$ cat config.mk
export PLATFORM = sky130hd
export DESIGN_NAME = occupancy_light_controller
export DESIGN_NICKNAME = d
export VERILOG_FILES = /design/src/rtl/light_ctrl_pkg.sv /design/src/rtl/occupancy_light_controller.sv
export SDC_FILE = /design/constraint.sdc
export NUM_CORES = 1
export LEC_CHECK = 0
export ABC_AREA = 1
export BUFFER_PORTS_ARGS = -buffer_cell sky130_fd_sc_hd__buf_2
export CAP_MARGIN = 30
export CORE_MARGIN = 4
export CORE_UTILIZATION = 63
export CTS_CLUSTER_DIAMETER = 120
export DETAILED_ROUTE_END_ITERATION = 10
export PLACE_DENSITY = 0.8
export SYNTH_ARGS = -nofsm -noshare
export SYNTH_HDL_FRONTEND = slang
export SYNTH_SLANG_ARGS = --single-unit
$ cat constraint.sdc
create_clock -name clk -period 4.8 [get_ports clk]
set_clock_uncertainty 0.05 [all_clocks]
set_input_delay 0.48 -clock clk [delete_from_list [all_inputs] [get_ports clk]]
set_output_delay 0.48 -clock clk [all_outputs]
set_load 0.1 [all_outputs]
$ cat src/rtl/light_ctrl_pkg.sv
// constants, register map and types of the occupancy lighting controller
package light_ctrl_pkg;
  // ---------------------------------------------------------------
  // parameter store map (byte index)
  // ---------------------------------------------------------------
  localparam logic [3:0] PARAM_VALID_FLAG_IDX = 4'h0;
  localparam logic [3:0] CONTROL_MODE_SELECT_IDX = 4'h1;
  localparam logic [3:0] HARSH_SENSITIVITY_FLAG_IDX = 4'h2;
  localparam logic [3:0] MICROMOTION_BOOST_FLAG_IDX = 4'h3;
  localparam logic [3:0] OUTPUT_DELAY_MINUTES_IDX = 4'h4;
  localparam logic [3:0] OUTPUT_LINK_SELECT_IDX = 4'h5;
  localparam logic [3:0] ON_LEVEL_PERCENT_IDX = 4'h6;
  localparam logic [3:0] PREOFF_LEVEL_PERCENT_IDX = 4'h7;
  localparam logic [3:0] OFF_LEVEL_PERCENT_IDX = 4'h8;
  localparam logic [3:0] LAST_SWITCH_BANK_LO_IDX = 4'h9;
  localparam logic [3:0] LAST_SWITCH_BANK_HI_IDX = 4'ha;
  localparam logic [3:0] CONTROL_STATUS_IDX = 4'hb;
  localparam int STORE_DEPTH = 11;

  // ---------------------------------------------------------------
  // values and reset contents
  // ---------------------------------------------------------------
  localparam logic [7:0] PARAM_INVALID = 8'hff;
  localparam logic [7:0] PARAM_VALID_RESET = 8'hff;
  localparam logic [7:0] PARAM_OTHER_RESET = 8'h00;
  localparam logic [7:0] LEVEL_MAX = 8'h64;
  localparam logic [7:0] DELAY_MIN_MINUTES = 8'h01;
  localparam logic [7:0] DELAY_MAX_MINUTES = 8'h0f;
  localparam logic [7:0] BANK_DELAY_SHORT = 8'h01;
  localparam logic [7:0] BANK_DELAY_LONG = 8'h05;
  localparam logic [7:0] BANK_ON_LEVEL = 8'h64;
  localparam logic [7:0] BANK_PREOFF_LEVEL = 8'h32;
  localparam logic [7:0] BANK_OFF_LOW = 8'h00;
  localparam logic [7:0] BANK_OFF_DIM = 8'h0a;
  localparam logic [7:0] DALI_DIRECT_BROADCAST = 8'hfe;
  // switch bank bit positions
  localparam int BANK_MODE_LSB = 0;
  localparam int BANK_OFF_DIM_BIT = 2;
  localparam int BANK_MULTI_BIT = 3;
  localparam int BANK_DELAY_BIT = 7;
  localparam int BANK_LINK_LSB = 8;

  // ---------------------------------------------------------------
  // timing
  // ---------------------------------------------------------------
  localparam int CLK_HZ = 10_000_000;
  localparam int LINK_BPS = 1200;
  localparam int HALF_BIT_CYC = CLK_HZ / (2 * LINK_BPS);
  localparam int SECOND_CYC = CLK_HZ;
  localparam int LEVEL_GAP_MS = 5;
  localparam int LEVEL_GAP_CYC = (CLK_HZ / 1000) * LEVEL_GAP_MS;
  localparam int DALI_GAP_US = 9170;
  localparam int DALI_GAP_CYC = (CLK_HZ / 1_000_000) * DALI_GAP_US + 1;
  localparam logic [9:0] PASS_WINDOW_S = 10'd20;
  localparam logic [9:0] PASS_DELAY_S = 10'd10;
  localparam logic [9:0] SECONDS_PER_MINUTE = 10'd60;
  localparam logic [4:0] LEVEL_FRAME_BITS = 5'd9;
  localparam logic [4:0] DALI_FRAME_BITS = 5'd17;
  localparam logic [2:0] STOP_HALVES = 3'd4;
  localparam int FIFO_DEPTH = 8;
  localparam int FRAME_W = 17;

  // ---------------------------------------------------------------
  // enumerations
  // ---------------------------------------------------------------
  typedef enum logic [1:0] {
    MODE_OCCUPANCY = 2'b00,
    MODE_PASS = 2'b01,
    MODE_VACANCY = 2'b10,
    MODE_MOTION_OFF = 2'b11
  } mode_t;

  typedef enum logic [1:0] {
    LINK_ANALOG = 2'b00,
    LINK_LEVEL = 2'b01,
    LINK_DALI = 2'b10,
    LINK_OTHER = 2'b11
  } link_t;

  typedef enum logic [1:0] {
    LIGHT_OFF = 2'b00,
    LIGHT_ON = 2'b01,
    LIGHT_PREOFF = 2'b10
  } light_t;

  typedef enum logic [1:0] {
    TX_IDLE = 2'b00,
    TX_BITS = 2'b01,
    TX_STOP = 2'b10,
    TX_GAP = 2'b11
  } tx_state_t;
endpackage : light_ctrl_pkg

$ cat src/rtl/occupancy_light_controller.sv
// occupancy lighting controller: parameter store, modes, timers, serial link
`timescale 1ns/1ps

module frame_fifo #(
  parameter int WIDTH = 17,
  parameter int DEPTH = 8
) (
  input wire logic clk,
  input wire logic rst_n,
  input wire logic clk_en,
  input wire logic in_valid,
  output logic in_ready,
  input wire logic [WIDTH-1:0] in_data,
  output logic out_valid,
  input wire logic out_ready,
  output logic [WIDTH-1:0] out_data
);
  localparam int AW = $clog2(DEPTH);
  logic [WIDTH-1:0] mem [DEPTH];
  logic [AW-1:0] wr_ptr_reg;
  logic [AW-1:0] rd_ptr_reg;
  logic [AW:0] count_reg;
  logic push;
  logic pop;

  assign in_ready = (count_reg != (AW+1)'(DEPTH));
  assign out_valid = (count_reg != '0);
  assign out_data = mem[rd_ptr_reg];
  assign push = in_valid && in_ready;
  assign pop = out_valid && out_ready;

  always_ff @(posedge clk) begin
    if (clk_en && push) begin
      mem[wr_ptr_reg] <= in_data;
    end
  end

  always_ff @(posedge clk or negedge rst_n) begin
    if (!rst_n) begin
      wr_ptr_reg <= '0;
      rd_ptr_reg <= '0;
      count_reg <= '0;
    end else if (clk_en) begin
      if (push) wr_ptr_reg <= wr_ptr_reg + 1'b1;
      if (pop) rd_ptr_reg <= rd_ptr_reg + 1'b1;
      if (push && !pop) count_reg <= count_reg + 1'b1;
      else if (pop && !push) count_reg <= count_reg - 1'b1;
    end
  end
endmodule : frame_fifo

module occupancy_light_controller #(
  parameter int HALF_BIT_CYCLES = light_ctrl_pkg::HALF_BIT_CYC,
  parameter int SECOND_CYCLES = light_ctrl_pkg::SECOND_CYC,
  parameter int LEVEL_GAP_CYCLES = light_ctrl_pkg::LEVEL_GAP_CYC,
  parameter int DALI_GAP_CYCLES = light_ctrl_pkg::DALI_GAP_CYC
) (
  input wire logic clk,
  input wire logic rst_n,
  input wire logic clk_en,
  input wire logic [3:0] param_sel,
  input wire logic param_wr_en,
  input wire logic [7:0] param_wdata,
  output logic [7:0] param_rdata,
  input wire logic [9:0] switch_bank,
  input wire logic motion_event,
  input wire logic switch_on,
  input wire logic switch_off,
  input wire logic remote_on,
  input wire logic remote_off,
  output light_ctrl_pkg::light_t light_state,
  output logic [7:0] light_level,
  output light_ctrl_pkg::link_t active_link,
  output logic link_tx,
  output logic link_busy
);
  import light_ctrl_pkg::*;

  // ---------------------------------------------------------------
  // parameter store
  // ---------------------------------------------------------------
  logic [7:0] store_reg [STORE_DEPTH];
  logic params_valid;
  mode_t mode;
  link_t link;
  logic [7:0] delay_minutes;
  logic [7:0] on_level;
  logic [7:0] preoff_level;
  logic [7:0] off_level;
  logic multi_state;
  logic [7:0] wr_value;

  // clamps out-of-range writes into the legal byte ranges
  function automatic logic [7:0] clamp_write(input logic [3:0] idx,
                                             input logic [7:0] v);
    logic [7:0] r;
    r = v;
    if (idx == ON_LEVEL_PERCENT_IDX || idx == PREOFF_LEVEL_PERCENT_IDX ||
        idx == OFF_LEVEL_PERCENT_IDX) begin
      if (v > LEVEL_MAX) r = LEVEL_MAX;
    end else if (idx == OUTPUT_DELAY_MINUTES_IDX) begin
      if (v < DELAY_MIN_MINUTES) r = DELAY_MIN_MINUTES;
      else if (v > DELAY_MAX_MINUTES) r = DELAY_MAX_MINUTES;
    end
    return r;
  endfunction : clamp_write

  assign wr_value = clamp_write(param_sel, param_wdata);

  genvar gi;
  generate
    for (gi = 0; gi < STORE_DEPTH; gi++) begin : g_store
      always_ff @(posedge clk or negedge rst_n) begin
        if (!rst_n) begin
          store_reg[gi] <= (gi == 0) ? PARAM_VALID_RESET : PARAM_OTHER_RESET;
        end else if (clk_en && param_wr_en && param_sel == 4'(gi)) begin
          store_reg[gi] <= wr_value;
        end
      end
    end
  endgenerate

  // ---------------------------------------------------------------
  // active parameter selection
  // ---------------------------------------------------------------
  assign params_valid = (store_reg[PARAM_VALID_FLAG_IDX] != PARAM_INVALID);
  assign multi_state = switch_bank[BANK_MULTI_BIT];

  always_comb begin
    if (params_valid) begin
      mode = mode_t'(store_reg[CONTROL_MODE_SELECT_IDX][1:0]);
      link = link_t'(store_reg[OUTPUT_LINK_SELECT_IDX][1:0]);
      delay_minutes = store_reg[OUTPUT_DELAY_MINUTES_IDX];
      on_level = store_reg[ON_LEVEL_PERCENT_IDX];
      preoff_level = store_reg[PREOFF_LEVEL_PERCENT_IDX];
      off_level = store_reg[OFF_LEVEL_PERCENT_IDX];
    end else begin
      mode = mode_t'(switch_bank[BANK_MODE_LSB +: 2]);
      link = link_t'(switch_bank[BANK_LINK_LSB +: 2]);
      delay_minutes = switch_bank[BANK_DELAY_BIT] ? BANK_DELAY_LONG
                                                  : BANK_DELAY_SHORT;
      on_level = BANK_ON_LEVEL;
      preoff_level = BANK_PREOFF_LEVEL;
      off_level = switch_bank[BANK_OFF_DIM_BIT] ? BANK_OFF_DIM : BANK_OFF_LOW;
    end
  end

  // ---------------------------------------------------------------
  // second tick divider
  // ---------------------------------------------------------------
  logic [31:0] sec_cnt_reg;
  logic sec_tick;

  assign sec_tick = (sec_cnt_reg == 32'(SECOND_CYCLES - 1));

  always_ff @(posedge clk or negedge rst_n) begin
    if (!rst_n) sec_cnt_reg <= '0;
    else if (clk_en) sec_cnt_reg <= sec_tick ? '0 : sec_cnt_reg + 1'b1;
  end

  // ---------------------------------------------------------------
  // control modes and timers (all in seconds)
  // ---------------------------------------------------------------
  logic lit_reg;
  logic lit_next;
  logic [9:0] dly_reg;
  logic [9:0] dly_next;
  logic [9:0] period_reg;
  logic [9:0] period_next;
  logic [9:0] pass_reg;
  logic [9:0] pass_next;
  logic pass_done_reg;
  logic pass_done_next;
  logic [9:0] stored_delay_s;

  assign stored_delay_s = 10'(delay_minutes) * SECONDS_PER_MINUTE;

  always_comb begin
    lit_next = lit_reg;
    dly_next = dly_reg;
    period_next = period_reg;
    pass_next = pass_reg;
    pass_done_next = pass_done_reg;
    if (sec_tick) begin
      if (dly_reg == 10'd1) lit_next = 1'b0;
      if (dly_reg != '0) dly_next = dly_reg - 1'b1;
      if (pass_reg == 10'd1) pass_done_next = 1'b1;
      if (pass_reg != '0) pass_next = pass_reg - 1'b1;
    end
    if (motion_event) begin
      case (mode)
        MODE_OCCUPANCY: begin
          lit_next = 1'b1;
          dly_next = stored_delay_s;
          period_next = stored_delay_s;
        end
        MODE_PASS: begin
          lit_next = 1'b1;
          if (pass_done_reg) begin
            dly_next = stored_delay_s;
            period_next = stored_delay_s;
          end else begin
            if (pass_reg == '0) pass_next = PASS_WINDOW_S;
            dly_next = PASS_DELAY_S;
            period_next = PASS_DELAY_S;
          end
        end
        MODE_VACANCY: begin
          if (lit_reg) begin
            dly_next = stored_delay_s;
            period_next = stored_delay_s;
          end
        end
        MODE_MOTION_OFF: begin
          dly_next = dly_next;
        end
        default: begin
          dly_next = dly_next;
        end
      endcase
    end
    if (switch_on || remote_on) begin
      lit_next = 1'b1;
      dly_next = stored_delay_s;
      period_next = stored_delay_s;
    end
    if (switch_off || (remote_off && mode != MODE_MOTION_OFF)) begin
      lit_next = 1'b0;
      dly_next = '0;
    end
    if (!lit_next) begin
      pass_next = '0;
      pass_done_next = 1'b0;
    end
  end

  always_ff @(posedge clk or negedge rst_n) begin
    if (!rst_n) begin
      lit_reg <= 1'b0;
      dly_reg <= '0;
      period_reg <= '0;
      pass_reg <= '0;
      pass_done_reg <= 1'b0;
    end else if (clk_en) begin
      lit_reg <= lit_next;
      dly_reg <= dly_next;
      period_reg <= period_next;
      pass_reg <= pass_next;
      pass_done_reg <= pass_done_next;
    end
  end

  // ---------------------------------------------------------------
  // light profile and level output
  // ---------------------------------------------------------------
  light_t state_now;
  logic [7:0] level_now;

  always_comb begin
    if (!lit_reg) state_now = LIGHT_OFF;
    else if (multi_state && (14'(dly_reg) * 14'd10 <= 14'(period_reg)))
      state_now = LIGHT_PREOFF;
    else state_now = LIGHT_ON;
    case (state_now)
      LIGHT_ON: level_now = on_level;
      LIGHT_PREOFF: level_now = preoff_level;
      default: level_now = off_level;
    endcase
  end

  always_ff @(posedge clk or negedge rst_n) begin
    if (!rst_n) begin
      light_state <= LIGHT_OFF;
      light_level <= '0;
      active_link <= LINK_ANALOG;
    end else if (clk_en) begin
      light_state <= state_now;
      light_level <= level_now;
      active_link <= link;
    end
  end

  // ---------------------------------------------------------------
  // frame queue: a new level is queued once per change
  // ---------------------------------------------------------------
  logic [7:0] sent_level_reg;
  logic sent_link_reg;
  logic serial_link;
  logic q_in_valid;
  logic q_in_ready;
  logic [FRAME_W-1:0] q_in_data;
  logic q_out_valid;
  logic q_out_ready;
  logic [FRAME_W-1:0] q_out_data;

  assign serial_link = (active_link == LINK_LEVEL) || (active_link == LINK_DALI);
  assign q_in_valid = serial_link && (light_level != sent_level_reg);
  // upper data byte is the broadcast direct-level address in DALI mode
  assign q_in_data = (active_link == LINK_DALI)
                     ? {1'b1, DALI_DIRECT_BROADCAST, light_level}
                     : {1'b0, 8'h00, light_level};

  // a full queue holds the change back until a slot frees
  always_ff @(posedge clk or negedge rst_n) begin
    if (!rst_n) begin
      sent_level_reg <= '0;
      sent_link_reg <= 1'b0;
    end else if (clk_en && q_in_valid && q_in_ready) begin
      sent_level_reg <= light_level;
      sent_link_reg <= 1'b1;
    end
  end

  frame_fifo #(.WIDTH(FRAME_W), .DEPTH(FIFO_DEPTH)) u_queue (
    .clk(clk),
    .rst_n(rst_n),
    .clk_en(clk_en),
    .in_valid(q_in_valid),
    .in_ready(q_in_ready),
    .in_data(q_in_data),
    .out_valid(q_out_valid),
    .out_ready(q_out_ready),
    .out_data(q_out_data)
  );

  // ---------------------------------------------------------------
  // Manchester transmitter
  // ---------------------------------------------------------------
  tx_state_t tx_state_reg;
  logic [31:0] half_cnt_reg;
  logic half_reg;
  logic [4:0] bits_left_reg;
  logic [2:0] stop_left_reg;
  logic [16:0] shift_reg;
  logic dali_reg;
  logic idle_level;
  logic half_end;
  logic [31:0] gap_cycles;

  assign half_end = (half_cnt_reg == 32'(HALF_BIT_CYCLES - 1));
  assign idle_level = (active_link == LINK_DALI);
  assign gap_cycles = dali_reg ? 32'(DALI_GAP_CYCLES)
                               : 32'(LEVEL_GAP_CYCLES);
  assign q_out_ready = (tx_state_reg == TX_IDLE);
  assign link_busy = (tx_state_reg != TX_IDLE);

  always_ff @(posedge clk or negedge rst_n) begin
    if (!rst_n) begin
      tx_state_reg <= TX_IDLE;
      half_cnt_reg <= '0;
      half_reg <= 1'b0;
      bits_left_reg <= '0;
      stop_left_reg <= '0;
      shift_reg <= '0;
      dali_reg <= 1'b0;
      link_tx <= 1'b0;
    end else if (clk_en) begin
      case (tx_state_reg)
        TX_IDLE: begin
          link_tx <= idle_level;
          half_cnt_reg <= '0;
          half_reg <= 1'b0;
          if (q_out_valid) begin
            dali_reg <= q_out_data[16];
            // start bit is a coded one, sent first from the top
            shift_reg <= q_out_data[16] ? {1'b1, q_out_data[15:0]}
                                        : {1'b1, q_out_data[7:0], 8'h00};
            bits_left_reg <= q_out_data[16] ? DALI_FRAME_BITS
                                            : LEVEL_FRAME_BITS;
            // line leaves idle on the next edge, so all halves match
            tx_state_reg <= TX_BITS;
          end
        end
        TX_BITS: begin
          // first half carries bit (level) or its inverse (DALI)
          link_tx <= shift_reg[16] ^ dali_reg ^ half_reg;
          if (half_end) begin
            half_cnt_reg <= '0;
            half_reg <= ~half_reg;
            if (half_reg) begin
              shift_reg <= {shift_reg[15:0], 1'b0};
              bits_left_reg <= bits_left_reg - 1'b1;
              if (bits_left_reg == 5'd1) begin
                stop_left_reg <= STOP_HALVES;
                tx_state_reg <= TX_STOP;
              end
            end
          end else begin
            half_cnt_reg <= half_cnt_reg + 1'b1;
          end
        end
        TX_STOP: begin
          link_tx <= dali_reg;
          if (half_end) begin
            half_cnt_reg <= '0;
            stop_left_reg <= stop_left_reg - 1'b1;
            if (stop_left_reg == 3'd1) tx_state_reg <= TX_GAP;
          end else begin
            half_cnt_reg <= half_cnt_reg + 1'b1;
          end
        end
        TX_GAP: begin
          link_tx <= dali_reg;
          if (half_cnt_reg >= gap_cycles - 1) begin
            half_cnt_reg <= '0;
            tx_state_reg <= TX_IDLE;
          end else begin
            half_cnt_reg <= half_cnt_reg + 1'b1;
          end
        end
        default: tx_state_reg <= TX_IDLE;
      endcase
    end
  end

  // ---------------------------------------------------------------
  // parameter readback; last index shows live control state
  // ---------------------------------------------------------------
  always_ff @(posedge clk or negedge rst_n) begin
    if (!rst_n) begin
      param_rdata <= '0;
    end else if (clk_en) begin
      if (param_sel < 4'(STORE_DEPTH)) param_rdata <= store_reg[param_sel];
      else if (param_sel == CONTROL_STATUS_IDX)
        param_rdata <= {link_busy, params_valid, sent_link_reg, 1'b0,
                        light_state, mode};
      else param_rdata <= '0;
    end
  end
endmodule : occupancy_light_controller

* Word level (Yosys, flattened, before mapping) *
Memories as Yosys holds them, arrays and structs flattened.
Index checks and enable logic that the tools add are counted.

word-level totals
  register bits = 253
  logic and storage cells = 240
  memories = 1
  bits in writable memories = 136

cells by class
  multipliers = 2
  reduce and logical (&&, ||, !) cells = 55
  add/sub/neg operators = 11
  bitwise operators = 4
  order comparisons = 7
  equality and inequality tests = 41
  muxes and demuxes = 85

memory list
  name         words  bits a word  rd ports  clocked after Yosys merged registers in  write ports  RTL line                          source
  u_queue.mem  8      17           1         0                                        1            occupancy_light_controller.sv:19  logic [WIDTH-1:0] mem [DEPTH];

operator list
  operator                                                               count
  10-bit two-way mux                                                     17
  8-bit two-way mux                                                      13
  32-bit two-way mux                                                     3
  32-bit case mux with 3 select lines                                    1
  17-bit two-way mux                                                     5
  32-bit by 1-bit adder with 32-bit output (second input constant)       2
  10-bit case mux with 4 select lines                                    1
  17-bit case mux with 2 select lines                                    1
  8-bit binary-select mux with 4-bit select                              1
  32-bit by 13-bit == test with 1-bit output (second input constant)     1
  32-bit by 24-bit == test with 1-bit output (second input constant)     1
  32-bit >= comparator                                                   1
  10-bit case mux with 3 select lines                                    1
  1-bit logical AND                                                      22
  2-bit two-way mux                                                      11
  10-bit by 1-bit == test with 1-bit output (second input constant)      2
  5-bit two-way mux                                                      4
  10-bit nonzero test                                                    2
  10-bit by 1-bit subtractor with 10-bit output (second input constant)  2
  17-bit by 1-bit subtractor with 18-bit output (second input constant)  1
  4-bit by 3-bit == test with 1-bit output (second input constant)       4
  4-bit == test (second input constant)                                  4
  16-bit two-way mux                                                     1
  2-bit != test (second input constant)                                  8
  50 further kinds                                                       96

* Depth between registers and ports, before layout *
  depth in word-level cells = 10
  mapped depth = 27

* Modules after synthesis *
A second synthesis with hierarchy kept.

second synthesis, totals
  cells, all modules = 2619
  area, all modules = 21692.1 um^2

modules (own cells, without submodules)
  module                      instances  cells each  area an instance (um^2)
  occupancy_light_controller  1          2075        15574.9
  frame_fifo                  1          544         6117.1

* Least setup slack after synthesis *
OpenSTA, ideal clock, no wires.

  kind = register -> register
  start = reg store_reg[85] in the netlist's numbering
  end = reg dly_reg[9]
  stages on the path, launching flop included = 22
  clock period less this slack = 3.712 ns
  path buffers = 2
  arrival time = 3.596 ns
  setup time = 0.066 ns
  required time = 4.684 ns
  path slack = 1.088 ns
  cells stage by stage = dfstp_2 > inv_2 > nor3_2 > nand2_2 > buf_6 > clkbuf_1 > nand2_1 > inv_1 > fa_1 > fa_1 > ha_1 > nand2_1 > or2_2 > nand3_1 > inv_1 > nand3_1 > nand2_1 > nand2_1 > nand3_1 > nand2_1 > nand2_1 > nand2_1

between the ends
  word-level cells in the longest chain between the ends = 8

ends and longest elaborated chain
  item                                          RTL line                                                              source
  start, declared                               occupancy_light_controller.sv:82                                      logic [7:0] store_reg [STORE_DEPTH];
  start signal, assigned by index               occupancy_light_controller.sv:115                                     store_reg[gi] <= (gi == 0) ? PARAM_VALID_RESET : PARAM_OTHER_RESET;
  start signal, assigned by index               occupancy_light_controller.sv:117                                     store_reg[gi] <= wr_value;
  8-bit != test (*)                             occupancy_light_controller.sv:126                                     assign params_valid = (store_reg[PARAM_VALID_FLAG_IDX] != PARAM_INVALID);
  8-bit two-way mux                             occupancy_light_controller.sv:130                                     if (params_valid) begin
  8-bit by 4-bit multiplier with 8-bit output   occupancy_light_controller.sv:176                                     assign stored_delay_s = 10'(delay_minutes) * SECONDS_PER_MINUTE;
  10-bit two-way mux, on equally long branches  occupancy_light_controller.sv:209, occupancy_light_controller.sv:199
  10-bit case mux with 4 select lines           occupancy_light_controller.sv:191                                     case (mode)
  10-bit two-way mux                            occupancy_light_controller.sv:190                                     if (motion_event) begin
  10-bit two-way mux                            occupancy_light_controller.sv:222                                     if (switch_on || remote_on) begin
  10-bit two-way mux (*)                        occupancy_light_controller.sv:227                                     if (switch_off || (remote_off && mode != MODE_MOTION_OFF)) begin
  end signal, assigned                          occupancy_light_controller.sv:246                                     dly_reg <= dly_next;
  end, declared                                 occupancy_light_controller.sv:166                                     logic [9:0] dly_reg;

Mark *: on every way between the ends. The rest lies on a longest branch, timed or not.
A chain may end at the register's enable or synchronous reset.

* Worst setup path in the final report *
  start = reg store_reg[86] in the netlist's numbering
  end = reg dly_reg[9]

The elaborated chain is that of the path after synthesis.

==> out/results.ini <==
[power_and_ir_drop]
irDropWorstVdd_mv = 0.3354
p_per_area_nw_per_um2 = 493.2
p_total_mw = 9.821
power_leakage_nw = 9.326

[logic_synthesis]
syn-num-nets = 2303
syn_area_per_cell_um2 = 8.277
synth.area.top_cells = dfrtp_1, edfxtp_1, nand2_1
netlist.area_leader.share_pct = 33.56
synthDistinctLibCells = 63
yosys_warnings = 0
syn_inst = 2198
seq_area_frac_synth_pct = 46.60
ys_ff_latch = 324
synth_top_cell_by_area = dfrtp_1
synth_area_um2 = 18190

[global_route]
grt_pass1_vias = 15050
antenna_found_initial = 0
grt_overflow = 0
grt_pass1_wl_um = 74060
grt_max_degree = 138
track_usage_pct = 28.47

[drt]
via_per_inst = 5.769
ant_nets = 0
finalWirelength_um = 43790
first_pass_iters = 6
wl_per_cell_um = 16.58
drc = 0
first_iter_violations = 1545
vias = 15240

[timing]
slew_headroom_pct = 30.85
max_freq_mhz = 252.0
period_minus_slack_ns = 3.969
fin_tns_setup_ns = 0
worst_hold_slack_ns = 0.2109
rsz0062_at_grt = no
finalMaxSlewViolations = 0
setup_violations = 0
hold_viol = 0
tightest_slew_ns = 1.033
fin_crit_sh_pct = 82.68

[setup_path]
critical_path_class = reg -> reg
rr_endpoint = dly_reg[9]
start_kind = flop
r2r_slack_ns = 0.83
reg2reg_depth = 23
worstPathArrival_ns = 4.32
worstReg2RegStart = store_reg[86]
end_kind = flop
critPathMaxFanout = 18
required_ns = 5.16

[clocking]
root_buffer = clkbuf_16
cts_resized = 0
clk_pin_slew_worst_paths_ns = 0.06
cts_tree = built
cts_sinks = 324
numCtsBuffers = 36
h-tree-depth = 2
clk_path_buf_depth = 3
clock_latency_ns = 0.53

[place]
place_congestion = 0.9514
dp_hpwl_um = 30500
io_buffers = 49

[floorplan]
dieArea_um2 = 31660
row_count = 61
die_h_um = 177.9
core_um2 = 28160
ioPinCount = 53
die_w_um = 177.9
start_util_pct = 64.60

[hold_path]
hp-start = switch_bank[9]
whs_endpoint = active_link[1]
hp-class = in -> reg
hold_path_depth = 3

[finish]
antenna_cells = 0
syn_to_final_growth_pct = 9.456
largest_reg_flops = 88
drive_above_1_share_pct = 9.938
finalNetCount = 2343

[status]
status = finished clean

[job]
drv_cap = 0

[critical path: stages, from the launching register on]
cell	delay, ns
dfstp_2	0.36
inv_1	0.10
nor3_2	0.06
nand2_2	0.07
clkinv_2	0.25
o21ai_0	0.52
xor2_1	0.19
inv_1	0.06
ha_1	0.26
inv_1	0.05
fa_1	0.50
inv_1	0.04
ha_1	0.32
a21oi_1	0.20
or2_2	0.14
nand3_1	0.12
inv_1	0.10
nand3_1	0.08
nand2_1	0.07
nand2_1	0.06
nand3_1	0.09
nand2_1	0.05
nand2_1	0.05
nand2_1	0.05
[how the worst max path moves through the flow]
| stage | slack (ns) | depth (start not counted) | end | startpoint |
|---|---|---|---|---|
| 2_1_floorplan | 1.09 | 21 | dly_reg[9] | store_reg[85] |
| 3_3_place_gp | 0.98 | 24 | dly_reg[9] | store_reg[85] |
| 3_5_place_dp | 0.90 | 23 | dly_reg[9] | store_reg[86] |
| 4_1_cts | 0.86 | 24 | dly_reg[9] | store_reg[86] |
| 5_1_grt | 0.32 | 24 | dly_reg[9] | store_reg[86] |
| 6_report | 0.83 | 23 | dly_reg[9] | store_reg[86] |
[cells in the final DEF (no fill, tap or decap), types with 6 or more instances in the layout]
cell type	Yosys	routed
a21oi_1	41	41
a22oi_1	22	22
a31oi_1	9	9
buf_2	12	48
buf_4	1	10
clkbuf_1	35	11
clkbuf_16	0	37
clkinv_1	5	8
dfrtp_1	244	244
dfstp_2	8	8
edfxtp_1	72	72
fa_1	8	8
ha_1	66	66
inv_1	254	254
inv_2	18	18
mux2i_1	8	8
nand2_1	544	544
nand2_2	18	18
nand3_1	92	92
nand4_1	41	41
nor2_1	183	183
nor2_2	15	15
nor2_4	6	6
nor3_1	32	32
nor3_2	6	6
nor4_1	14	14
o21ai_0	194	194
o21ai_1	29	29
o21ai_2	21	21
o221ai_1	11	11
o22ai_1	26	26
o32ai_1	8	8
xnor2_1	14	14
xor2_1	68	68
[kinds of logic after synthesis]
kind of cell	share of synthesized area (%)
and+or+nand+nor	23.42
AOI/OAI and AO/OA	12.57
buffers and inverters	7.537
DFF	46.60
xor gates and xnor gates	3.947
adders and majority gates	5.419
muxes	0.5020
[what timing repair did]
| action | in CTS | in global routing |
|---|---|---|
| hold buffers | 1 | 0 |
| setup buffers | 0 | 0 |
| endpoints found under the hold margin | 58 | 0 |
[metrics by stage]
stage          std cells  area [µm²]  worst slack (ns)  utilization [%]
3_5_place_dp        2576       18740            0.9015            66.52
6_report            2642       19910            0.8312            70.71
4_1_cts             2641       19890            0.8579            70.61
5_1_grt             2642       19910            0.3230            70.71
3_3_place_gp        2575       18710            0.9755            66.43
2_1_floorplan       2198       18190             1.088                -
[per-layer routing]
layer  track usage, %  share of wire (%)
met5                0                  0
met4            8.959                2.9
met3            4.090                6.8
met2            47.23                 48
met1            38.98                 43
[synthesized netlist by cell type (all sizes together)]
cell type and instances:
clkbuf 36, o21a 2, xor2 68, dfstp 8
and2 1, o21bai 4, a41oi 1, a22oi 22
fa 8, o32ai 8, o221ai 11, or4 1
buf 25, nand3b 5, xnor2 14, a211oi 2
o21ai 244, nor3b 2, o31ai 3, nand4 43
o41ai 1, inv 274, mux2 1, o211ai 4
nor2 204, nor4 14, o311ai 1, and3 3
o22ai 26, nand3 93, a21oi 44, edfxtp 72
a221oi 4, or2 8, nor3 41, ha 66
a211o 1, a31oi 9, mux2i 8, nand2 563
dfrtp 244, a21boi 2, clkinv 7
[cell type report]
cell class / instances / area (µm²)
clock inverters: 12 / 118.9
flip-flops and latches: 324 / 8478
repair buffers: 63 / 415.4
clock buffers: 52 / 1022
fillers: 2121 / 8249
multi-input cells: 1532 / 8344
inverters: 281 / 1062
well taps: 378 / 473.0
[report_power, final]
part           internal, mW  switching, mW  total (mW)
logic                  1.09           2.27        3.36
registers              3.35          0.417        3.76
clock network          1.59           1.11        2.70
total                  6.02           3.80        9.82
(Power assumes the default switching activity.)
